**config.mk**
```make
export PLATFORM = sky130hd
export DESIGN_NAME = cir_top
export DESIGN_NICKNAME = d
export VERILOG_FILES = /design/src/rtl/cir_pkg.sv /design/src/rtl/cir_sync.sv /design/src/rtl/cir_top.sv
export SDC_FILE = /design/constraint.sdc
export NUM_CORES = 1
export LEC_CHECK = 0
export ABC_AREA = 0
export BUFFER_PORTS_ARGS = -buffer_cell sky130_fd_sc_hd__buf_4
export CAP_MARGIN = 20
export CORE_MARGIN = 5
export CORE_UTILIZATION = 35
export DETAILED_ROUTE_END_ITERATION = 8
export GPL_ROUTABILITY_DRIVEN = 0
export PLACE_DENSITY = 0.61
export SETUP_SLACK_MARGIN = 0.02
export SLEW_MARGIN = 25
export SYNTH_ARGS = -nofsm -noshare
export SYNTH_HDL_FRONTEND = slang
export SYNTH_SLANG_ARGS = --single-unit
```
**constraint.sdc**
```tcl
create_clock -name clk -period 2.75 [get_ports clk]
set_input_delay 0.1375 -clock clk [delete_from_list [all_inputs] [get_ports clk]]
set_output_delay 0.1375 -clock clk [all_outputs]
set_load 0.005 [all_outputs]
```
**src/rtl/cir_pkg.sv**
```systemverilog
// ---------------------------------------------------------------
// cir_pkg: constants for the control input routing block
// ---------------------------------------------------------------
// assumes a single 25 MHz clock and an AXI4-Lite register port.
// switch n of a switchgroup sits at register bit n-1.
//
// Operation
// RULE_01: all three blocking bits zero means the first input blocks nothing.
// RULE_02: switch 1 set: active first input blocks both overload stages.
// RULE_03: switch 2 set: active first input blocks both unbalance stages.
// RULE_04: switch 3 set: active first input blocks the undercurrent stage.
// RULE_05: switch 4 enables first input control of reconnection inhibit.
// RULE_06: switch 5 set: active first input drives the trip relay.
// RULE_07: an external trip never sets the device's own trip indication.
// RULE_08: switch 6 set: active first input clears trip indicators.
// RULE_09: switch 7 set: first input clears indicators and releases relays.
// RULE_10: switch 8 set: active first input gives a master reset.
// RULE_11: all three blocking bits zero means the remote input blocks nothing.
// RULE_12: switch 1 set: active remote input blocks both overload stages.
// RULE_13: switch 2 set: active remote input blocks both unbalance stages.
// RULE_14: switch 3 set: active remote input blocks the undercurrent stage.
// RULE_15: switch 4 enables remote input control of reconnection inhibit.
// RULE_16: switch 5 set: active remote input drives the trip relay.
// RULE_17: switch 6 set: active remote input clears trip indicators.
// RULE_18: switch 7 set: remote input clears indicators and releases relays.
// RULE_19: switch 8 set: active remote input gives a master reset.
// RULE_20: inputs are synchronised; switchgroups reset to zero.
// RULE_21: the outside party holds an input active two clocks at least.

`default_nettype none

package cir_pkg;

	localparam int AXI_AW = 8;
	localparam int AXI_DW = 32;
	localparam int CFG_W = 8;

	// ---------------------------------------------------------------
	// register map
	// ---------------------------------------------------------------
	localparam logic [AXI_AW-1:0] OFS_FIRST_CFG = 8'h00;
	localparam logic [AXI_AW-1:0] OFS_REMOTE_CFG = 8'h04;
	localparam logic [AXI_AW-1:0] OFS_STATUS = 8'h08;
	localparam logic [CFG_W-1:0] CFG_RESET = 8'h00;
	localparam int CFG_STRB_LANE = 0;

	// ---------------------------------------------------------------
	// switch positions within a switchgroup
	// ---------------------------------------------------------------
	localparam int SW_BLK_OVL = 0;
	localparam int SW_BLK_UNB = 1;
	localparam int SW_BLK_UND = 2;
	localparam int SW_INHIBIT = 3;
	localparam int SW_TRIP = 4;
	localparam int SW_CLR_IND = 5;
	localparam int SW_CLR_ALL = 6;
	localparam int SW_MASTER = 7;
	localparam logic [2:0] BLK_NONE = 3'h0;

	// status word: [0] first input level, [1] remote level, [9:2] actions
	localparam int ST_LVL_FIRST = 0;
	localparam int ST_LVL_REMOTE = 1;
	localparam int ST_ACT_LSB = 2;

	localparam logic [1:0] RESP_OKAY = 2'h0;
	localparam logic [1:0] RESP_SLVERR = 2'h2;

endpackage

`default_nettype wire

```
**src/rtl/cir_sync.sv**
```systemverilog
// ---------------------------------------------------------------
// cir_sync: two-stage synchroniser for the two control inputs
// ---------------------------------------------------------------
// inputs come from field contacts with no timing relation to clk.

`default_nettype none

module cir_sync
	import cir_pkg::*;
(
	input wire logic clk,
	input wire logic rst,
	input wire logic [1:0] raw,
	output logic [1:0] level
);

	typedef struct packed {
		logic [1:0] meta;
		logic [1:0] safe;
	} cir_sync_t;

	cir_sync_t q_r;
	cir_sync_t q_nxt;

	// first stage feeds only the second stage
	always_comb begin
		q_nxt = q_r;
		q_nxt.meta = raw; // [RULE_20]
		q_nxt.safe = q_r.meta;
	end

	always_ff @(posedge clk or posedge rst) begin
		if (rst) begin
			q_r <= '0;
		end else begin
			q_r <= q_nxt;
		end
	end

	assign level = q_r.safe;

endmodule

`default_nettype wire

```
**src/rtl/cir_top.sv**
```systemverilog
// ---------------------------------------------------------------
// cir_top: routing of the two external control inputs
// ---------------------------------------------------------------
// each input is qualified by its own switchgroup; the resulting
// block, trip and reset requests go to the protection logic.
// assumes field inputs are held active for two clocks or more.

`default_nettype none

module cir_top
	import cir_pkg::*;
(
	input wire logic clk,
	input wire logic rst,
	input wire logic first_control_input,
	input wire logic remote_reset_input,
	input wire logic [AXI_AW-1:0] s_axi_awaddr,
	input wire logic s_axi_awvalid,
	output logic s_axi_awready,
	input wire logic [AXI_DW-1:0] s_axi_wdata,
	input wire logic [3:0] s_axi_wstrb,
	input wire logic s_axi_wvalid,
	output logic s_axi_wready,
	output logic [1:0] s_axi_bresp,
	output logic s_axi_bvalid,
	input wire logic s_axi_bready,
	input wire logic [AXI_AW-1:0] s_axi_araddr,
	input wire logic s_axi_arvalid,
	output logic s_axi_arready,
	output logic [AXI_DW-1:0] s_axi_rdata,
	output logic [1:0] s_axi_rresp,
	output logic s_axi_rvalid,
	input wire logic s_axi_rready,
	output logic block_overload,
	output logic block_unbalance,
	output logic block_undercurrent,
	output logic inhibit_ext_ctrl,
	output logic ext_trip,
	output logic clear_indicators,
	output logic release_relays,
	output logic master_reset
);

	typedef struct packed {
		logic [CFG_W-1:0] first_cfg;
		logic [CFG_W-1:0] remote_cfg;
		logic aw_full;
		logic [AXI_AW-1:0] awaddr;
		logic w_full;
		logic [AXI_DW-1:0] wdata;
		logic [3:0] wstrb;
		logic awready;
		logic wready;
		logic bvalid;
		logic [1:0] bresp;
		logic arready;
		logic rvalid;
		logic [AXI_DW-1:0] rdata;
		logic [1:0] rresp;
		logic [CFG_W-1:0] act;
	} cir_state_t;

	cir_state_t q_r;
	cir_state_t q_nxt;
	logic [1:0] level;
	logic lvl_first;
	logic lvl_remote;

	// ---------------------------------------------------------------
	// input synchronisation
	// ---------------------------------------------------------------
	// a pulse shorter than one clock may be missed entirely
	cir_sync u_sync (
		.clk(clk),
		.rst(rst),
		.raw({remote_reset_input, first_control_input}), // [RULE_21]
		.level(level)
	);

	assign lvl_first = level[0];
	assign lvl_remote = level[1];

	// an input acts on a function only while its switch is on
	function automatic logic route(input logic a, input logic [CFG_W-1:0] ca,
			input logic b, input logic [CFG_W-1:0] cb, input int pos);
		route = (a & ca[pos]) | (b & cb[pos]);
	endfunction

	function automatic logic is_cfg(input logic [AXI_AW-1:0] addr);
		is_cfg = (addr == OFS_FIRST_CFG) || (addr == OFS_REMOTE_CFG);
	endfunction

	// ---------------------------------------------------------------
	// next state
	// ---------------------------------------------------------------
	always_comb begin
		q_nxt = q_r;

		// routed actions
		q_nxt.act[SW_BLK_OVL] = route(lvl_first, q_r.first_cfg, lvl_remote,
			q_r.remote_cfg, SW_BLK_OVL); // [RULE_01] [RULE_02] [RULE_11] [RULE_12]
		q_nxt.act[SW_BLK_UNB] = route(lvl_first, q_r.first_cfg, lvl_remote,
			q_r.remote_cfg, SW_BLK_UNB); // [RULE_03] [RULE_13]
		q_nxt.act[SW_BLK_UND] = route(lvl_first, q_r.first_cfg, lvl_remote,
			q_r.remote_cfg, SW_BLK_UND); // [RULE_04] [RULE_14]
		q_nxt.act[SW_INHIBIT] = route(lvl_first, q_r.first_cfg, lvl_remote,
			q_r.remote_cfg, SW_INHIBIT); // [RULE_05] [RULE_15]
		// the trip goes to the relay only; no indication is raised
		q_nxt.act[SW_TRIP] = route(lvl_first, q_r.first_cfg, lvl_remote,
			q_r.remote_cfg, SW_TRIP); // [RULE_06] [RULE_07] [RULE_16]
		// the wider reset also clears the indicators
		q_nxt.act[SW_CLR_IND] = route(lvl_first, q_r.first_cfg, lvl_remote,
			q_r.remote_cfg, SW_CLR_IND) | route(lvl_first, q_r.first_cfg,
			lvl_remote, q_r.remote_cfg, SW_CLR_ALL); // [RULE_08] [RULE_17]
		q_nxt.act[SW_CLR_ALL] = route(lvl_first, q_r.first_cfg, lvl_remote,
			q_r.remote_cfg, SW_CLR_ALL); // [RULE_09] [RULE_18]
		q_nxt.act[SW_MASTER] = route(lvl_first, q_r.first_cfg, lvl_remote,
			q_r.remote_cfg, SW_MASTER); // [RULE_10] [RULE_19]

		// write channel: address and data taken in either order
		if (s_axi_awvalid && q_r.awready) begin
			q_nxt.aw_full = 1'b1;
			q_nxt.awaddr = s_axi_awaddr;
		end
		if (s_axi_wvalid && q_r.wready) begin
			q_nxt.w_full = 1'b1;
			q_nxt.wdata = s_axi_wdata;
			q_nxt.wstrb = s_axi_wstrb;
		end
		if (q_r.bvalid && s_axi_bready) begin
			q_nxt.bvalid = 1'b0;
		end
		if (q_r.aw_full && q_r.w_full && !q_r.bvalid) begin
			q_nxt.aw_full = 1'b0;
			q_nxt.w_full = 1'b0;
			q_nxt.bvalid = 1'b1;
			q_nxt.bresp = is_cfg(q_r.awaddr) ? RESP_OKAY : RESP_SLVERR;
			if (q_r.wstrb[CFG_STRB_LANE]) begin
				if (q_r.awaddr == OFS_FIRST_CFG) begin
					q_nxt.first_cfg = q_r.wdata[CFG_W-1:0];
				end
				if (q_r.awaddr == OFS_REMOTE_CFG) begin
					q_nxt.remote_cfg = q_r.wdata[CFG_W-1:0];
				end
			end
		end
		// one write in flight: ready falls once a half is held
		q_nxt.awready = !q_nxt.aw_full && !q_nxt.bvalid;
		q_nxt.wready = !q_nxt.w_full && !q_nxt.bvalid;

		// read channel
		if (q_r.rvalid && s_axi_rready) begin
			q_nxt.rvalid = 1'b0;
		end
		if (s_axi_arvalid && q_r.arready) begin
			q_nxt.rvalid = 1'b1;
			q_nxt.rresp = RESP_OKAY;
			q_nxt.rdata = '0;
			case (s_axi_araddr)
				OFS_FIRST_CFG: begin
					q_nxt.rdata[CFG_W-1:0] = q_r.first_cfg;
				end
				OFS_REMOTE_CFG: begin
					q_nxt.rdata[CFG_W-1:0] = q_r.remote_cfg;
				end
				OFS_STATUS: begin
					q_nxt.rdata[ST_LVL_FIRST] = lvl_first;
					q_nxt.rdata[ST_LVL_REMOTE] = lvl_remote;
					q_nxt.rdata[ST_ACT_LSB +: CFG_W] = q_r.act;
				end
				default: begin
					q_nxt.rresp = RESP_SLVERR;
				end
			endcase
		end
		q_nxt.arready = !q_nxt.rvalid;
	end

	// ---------------------------------------------------------------
	// state register
	// ---------------------------------------------------------------
	always_ff @(posedge clk or posedge rst) begin
		if (rst) begin
			q_r <= '0; // [RULE_20]
		end else begin
			q_r <= q_nxt;
		end
	end

	assign s_axi_awready = q_r.awready;
	assign s_axi_wready = q_r.wready;
	assign s_axi_bvalid = q_r.bvalid;
	assign s_axi_bresp = q_r.bresp;
	assign s_axi_arready = q_r.arready;
	assign s_axi_rvalid = q_r.rvalid;
	assign s_axi_rdata = q_r.rdata;
	assign s_axi_rresp = q_r.rresp;
	assign block_overload = q_r.act[SW_BLK_OVL];
	assign block_unbalance = q_r.act[SW_BLK_UNB];
	assign block_undercurrent = q_r.act[SW_BLK_UND];
	assign inhibit_ext_ctrl = q_r.act[SW_INHIBIT];
	assign ext_trip = q_r.act[SW_TRIP];
	assign clear_indicators = q_r.act[SW_CLR_IND];
	assign release_relays = q_r.act[SW_CLR_ALL];
	assign master_reset = q_r.act[SW_MASTER];
endmodule

`default_nettype wire

```
# == After elaboration in Yosys (flattened, before gate mapping) ==
# Index checks and enable logic that the tools add are counted.
# word_totals
regBits,93
out_inout_bits,49
word_cells,78
# classes
n_mux,12
n_reduce_logical,20
eq_ne,3
bitwise,25
# op_table
cell,count
two-way mux 37 bit,1
two-way mux 35 bit,1
case mux 8 bit (3 select lines),1
bitwise AND 1 bit,16
== test 8 x 3 -> 1 bit (second input constant),2
zero test 8 bit,2
logical AND 1 bit,9
two-way mux 9 bit,1
OR 1 bit,9
== test 8 x 4 -> 1 bit (second input constant),1
two-way mux 2 bit,3
AND reduction 3 bit,2
zero test 1 bit,5
two-way mux 1 bit,4
two-way mux 3 bit,1
OR reduction 3 bit,1
logical OR 1 bit,1

# == Depth between registers and ports, before layout ==
# logic_depth
depth_word,6
depth_mapped,5
ltp_nobuf,3

# == Hierarchy ==
# A second synthesis with hierarchy kept.
# hier_totals
hier_cells,220
hier_area_um2,2813.9
# modules_own_cells
module,area_each_um2,seq_area_each_um2,cells_per_inst,n_inst
cir_top,2710.1,1501.4,215,1
cir_sync,103.8,100.1,5,1

# == Worst setup path before layout ==
# OpenSTA, ideal clock, no wires.
# synth_path
kind,register to register
start,"register q_r, in the netlist s_axi_bvalid"
end,register q_r[100] (netlist name)
stages_incl_launch_ff,5
arrival_time_ns,1.374
synth_period_minus_slack_ns,1.499
setup_ns,0.125
setup_slack_ns,1.251
t_required_ns,2.625
path_cell_list,dfrtp_1 -> and3b_1 -> clkbuf_1 -> nand4_2 -> mux2_2
# synth_via
elab_chain_len,3
# synth_lines
element,line,text
start: declaration,cir_top.sv:63,cir_state_t q_r;
start signal: assignment,cir_top.sv:186,q_r <= q_nxt;
zero test 1 bit,cir_top.sv:133,if (q_r.aw_full && q_r.w_full && !q_r.bvalid) begin
logical AND 1 bit,cir_top.sv:133,
AND reduction 3 bit (no line),-,
# No other way between the ends.
# A chain may end at the register's enable or synchronous reset.

# == Final worst setup path ==
# layout_path
start,register q_r[89] (netlist name)
end,register q_r[103] (netlist name)
# layout_via
elab_chain_len,2
# layout_lines
element,line,text
zero test 8 bit,cir_top.sv:139,if (q_r.awaddr == OFS_FIRST_CFG) begin
AND reduction 3 bit (no line),-,
# No other way between the ends.

==> key figures <==
Synthesis
  • Synth Register Bits: 64
  • Main combinational cell family by area after synthesis: multiplexers
  • Multiplexer share of the synthesized area: 16.13%
  • Syn Inst Count: 211
  • Post-synthesis simple-gate area fraction: 6.166%
  • Netlist Area Pre-Place: 2800 sq um
  • Register area share after synthesis: 57.19%
  • Mapped Avg Cell Area: roughly 13 sq um
  • Xor and xnor fraction of the mapped netlist area: 0%
  • Compound-Gate Fraction of Synth Area: a little under a tenth
  • Warnings from Yosys: 0
  • Yosys cell types: 30
  • Adder-cell share of the synthesized area: 0%

Place
  • Port buffer count: 58
  • Placed cell count: 353
  • Cell Area, Placed: 3164 sq um
  • Post-DP HPWL: 3.851 mm

Route
  • Via count: 1705
  • Via/cell ratio: approximately 4.6
  • Initial DRC Count: 60
  • Routed Antenna Nets: 0
  • Wire per inst: 13.83 um
  • TritonRoute pass-1 iters: 5
  • WL final: around 5.2 mm
  • DRC: 0

Setup path
  • Worst Path Arrival: between 1.5 and 2 ns
  • Critical Path Fanout Max: 8
  • Worst setup EP type: flop
  • Startpoint types: flop
  • Crit path largest cell delay: 0.44 ns
  • Slowest stage cell, crit path: nor4_2
  • Cells along the critical path: nor4_2 > nand4_2 > mux2_2
  • Worst EP required: 2.97 ns
  • Critical path class: flop to flop

Power
  • Leak pwr: 0.001685 uW
  • Sw Ratio: 25.64%
  • Pwr/cell area: 777.9 nW/um^2
  • Clock network power share: 32.9%
  • Comb pwr share: 18.3%
  • Sw power: 683.2 uW
  • Part of the power in registers: just under 50%
  • Internal: roughly 2000 uW
  • Worst VDD drop: 0.0003653 V

Timing
  • Final Cycle Share: between 60 and 70%
  • Hold_ws: -0.009424 ns
  • # setup viols final: 0
  • Final Hold Vio Count: 12
  • Setup Skew: 0.008054 ns
  • Max Fclk: approximately 600 MHz
  • Worst Tran Pin Value: around 0.87 ns
  • Setup TNS: 0 ns
  • Fin crit period: 1.706 ns
  • Slew headroom: 41.99%
  • RSZ-0062 raised after global routing: false
  • Slew Viols, Final: 0

Floorplanning
  • Rows: 32
  • Die area: about 9900 sq um
  • Io pins: 110
  • Die extent in x: 99.45 um
  • Initial Util: a little over a third
  • Vert. Die Dim: a little under 100 um
  • Core Region: roughly 8000 sq um

Clock network
  • Deepest clock path buffer count: 2
  • CTS tree: yes
  • Number of gates resized after cts: 0
  • Root Buffer Master: clkbuf_8
  • Post-CTS setup buffers: 0
  • Clock buffers created by TritonCTS: 9
  • Clk pin slew, worst setup/hold paths: around 0.070 ns
  • Clock Sinks: 64
  • Clock Latency Late Sink: around 0.33 ns
  • CTS H-tree lvls: 3

GRT
  • Initial antenna violation count: 0
  • Vias in the first global route: approximately 1600
  • GR Util All Layers: 10.80%
  • Overflow after GRT: 0
  • Largest net degree at the start of global routing: 43
  • First-pass GRT wire length: 8.355 mm

Min path
  • Worst min-delay path class: primary input to asynchronous set/reset pin

Status
  • Failing checks: negative hold slack
  • Outcome: finished, violations left

Layout
  • Synthesis-to-finish area growth: 22.34%
  • Post-Layout Cell Count: 373
  • Nets: 327
  • Design area: 3426 sq um
  • Ant. Diodes: 0
  • Share of cells above drive strength 1: 42.44%

Job
  • Number of max-cap violations: 0
registers in the layout (all words and copies together), names as in the netlist:
name                count
release_relays          1
block_undercurrent      1
s_axi_awready           1
s_axi_bresp             1
u_sync.level            2
block_overload          1
s_axi_rresp             1
clear_indicators        1
q_r                    35
s_axi_bvalid            1
block_unbalance         1
u_sync.q_nxt            2
inhibit_ext_ctrl        1
s_axi_rdata            10
s_axi_wready            1
ext_trip                1
master_reset            1
s_axi_arready           1
s_axi_rvalid            1
cells in the final DEF (no fill, tap or decap):
master | Yosys | layout
dfrtp_1 | 64 | 64
buf_4 | 36 | 60
mux2_2 | 33 | 33
conb_1 | 1 | 24
a22o_1 | 15 | 15
clkbuf_8 | 0 | 10
mux2i_1 | 8 | 8
o2bb2ai_1 | 8 | 8
nand2_1 | 7 | 7
nor2_1 | 5 | 5
dlygate4sd3_1 | 0 | 4
nor2b_1 | 3 | 3
and2_1 | 2 | 2
nand4_2 | 2 | 2
a21oi_1 | 2 | 2
inv_1 | 3 | 2
o21ai_1 | 2 | 2
bufinv_16 | 0 | 2
clkinvlp_4 | 0 | 2
and3b_1 | 1 | 1
nor3_1 | 1 | 1
nor4_2 | 1 | 1
a221o_1 | 1 | 1
a211oi_1 | 1 | 1
or2_2 | 1 | 1
nor3b_1 | 1 | 1
o21ai_0 | 1 | 1
inv_2 | 0 | 1
or4_4 | 1 | 1
a211o_1 | 1 | 1
nor3_2 | 1 | 1
or4b_1 | 1 | 1
a31oi_1 | 1 | 1
clkinv_2 | 0 | 1
clkbuf_1 | 4 | 1
area by class of cell:
class | instances | area (sq um)
timing repair buffer | 64 | 490.5
sequential | 64 | 1602
clock buffer | 11 | 141.4
multi-input combinational | 124 | 973.4
fill | 739 | 4342
clock inverter | 5 | 80.08
inverter | 3 | 11.26
tap | 102 | 127.6
critical path, delay by kind of cell (launching register included):
kind,cells,cell delay [ns]
flops,1,0.38
mux,1,0.38
simple gates,2,0.82
cell usage after synthesis (all sizes together):
| master | number | area [sq um] |
|---|---|---|
| dfrtp | 64 | 1602 |
| buf | 39 | 285.3 |
| mux2 | 33 | 371.6 |
| a22o | 15 | 131.4 |
| mux2i | 8 | 80.08 |
| o2bb2ai | 8 | 70.07 |
| nand2 | 7 | 26.28 |
| nor2 | 5 | 18.77 |
| clkbuf | 4 | 15.01 |
| inv | 3 | 11.26 |
| nor2b | 3 | 18.77 |
| o21ai | 3 | 15.01 |
| a21oi | 2 | 10.01 |
| and2 | 2 | 12.51 |
| nand4 | 2 | 25.02 |
| nor3 | 2 | 15.01 |
| a211o | 1 | 8.760 |
| a211oi | 1 | 7.510 |
| a221o | 1 | 10.01 |
| a31oi | 1 | 6.260 |
| and3b | 1 | 8.760 |
| conb | 1 | 3.750 |
| nor3b | 1 | 7.510 |
| nor4 | 1 | 12.51 |
| or2 | 1 | 6.260 |
| or4 | 1 | 11.26 |
| or4b | 1 | 10.01 |
path summary, 6_finish.rpt:
path | depth (start not counted) | end | slack (ns) | startpoint
max | 3 | q_r[103] | 1.04 | q_r[89]
min | 2 | s_axi_arready | -0.009 | rst
max reg2reg | 3 | q_r[103] | 1.04 | q_r[89]
min reg2reg | 0 | u_sync.level[0] | 0.35 | u_sync.q_nxt[0]
max in group asynchronous | 3 | q_r[96] | 2.01 | rst
min in group clk | 2 | q_r[86] | 0.03 | s_axi_awaddr[0]
cell families after synthesis:
logic type,Yosys count
AOI/OAI and AO/OA,32
buffers and inverters,46
and+or+nand+nor,27
muxes,41
DFF,64
other,1
power groups by stage:
stage          clock [uW]  combinational (uW)  sequential, uW
2_1_floorplan           0                 368            1280
3_3_place_gp            0                 478            1310
5_1_grt               946                 543            1330
4_1_cts               904                 497            1300
6_report              877                 487            1300
3_5_place_dp            0                 492            1320
through the flow:
step | hold WS [ns] | power (uW) | utilization (%) | worst slack, ns
detailed placement | 0.2502 | 1815 | 40.74 | 1.016
finish | -0.009424 | 2665 | 44.10 | 1.044
CTS | 0.001067 | 2706 | 43.98 | 0.9904
floorplan | 0.1689 | 1647 | - | 1.014
global route | 0.002846 | 2822 | 44.10 | 0.9172
global placement | 0.2490 | 1791 | 40.74 | 1.027
routing by layer:
metal | vias up | track usage [%] | wire (um)
li1 | 798 | - | -
met3 | 4 | 6.171 | 583
met5 | - | 0 | 0
met1 | 821 | 14.20 | 2335
met4 | 0 | 2.836 | 34
met2 | 82 | 15.29 | 2205
what timing repair did:
item                                   4_1_cts  5_1_grt
setup endpoints to repair                    0        0
hold buffers                                 3        1
endpoints found under the hold margin        3        1
No activity file was read; power rests on OpenSTA's default activity.
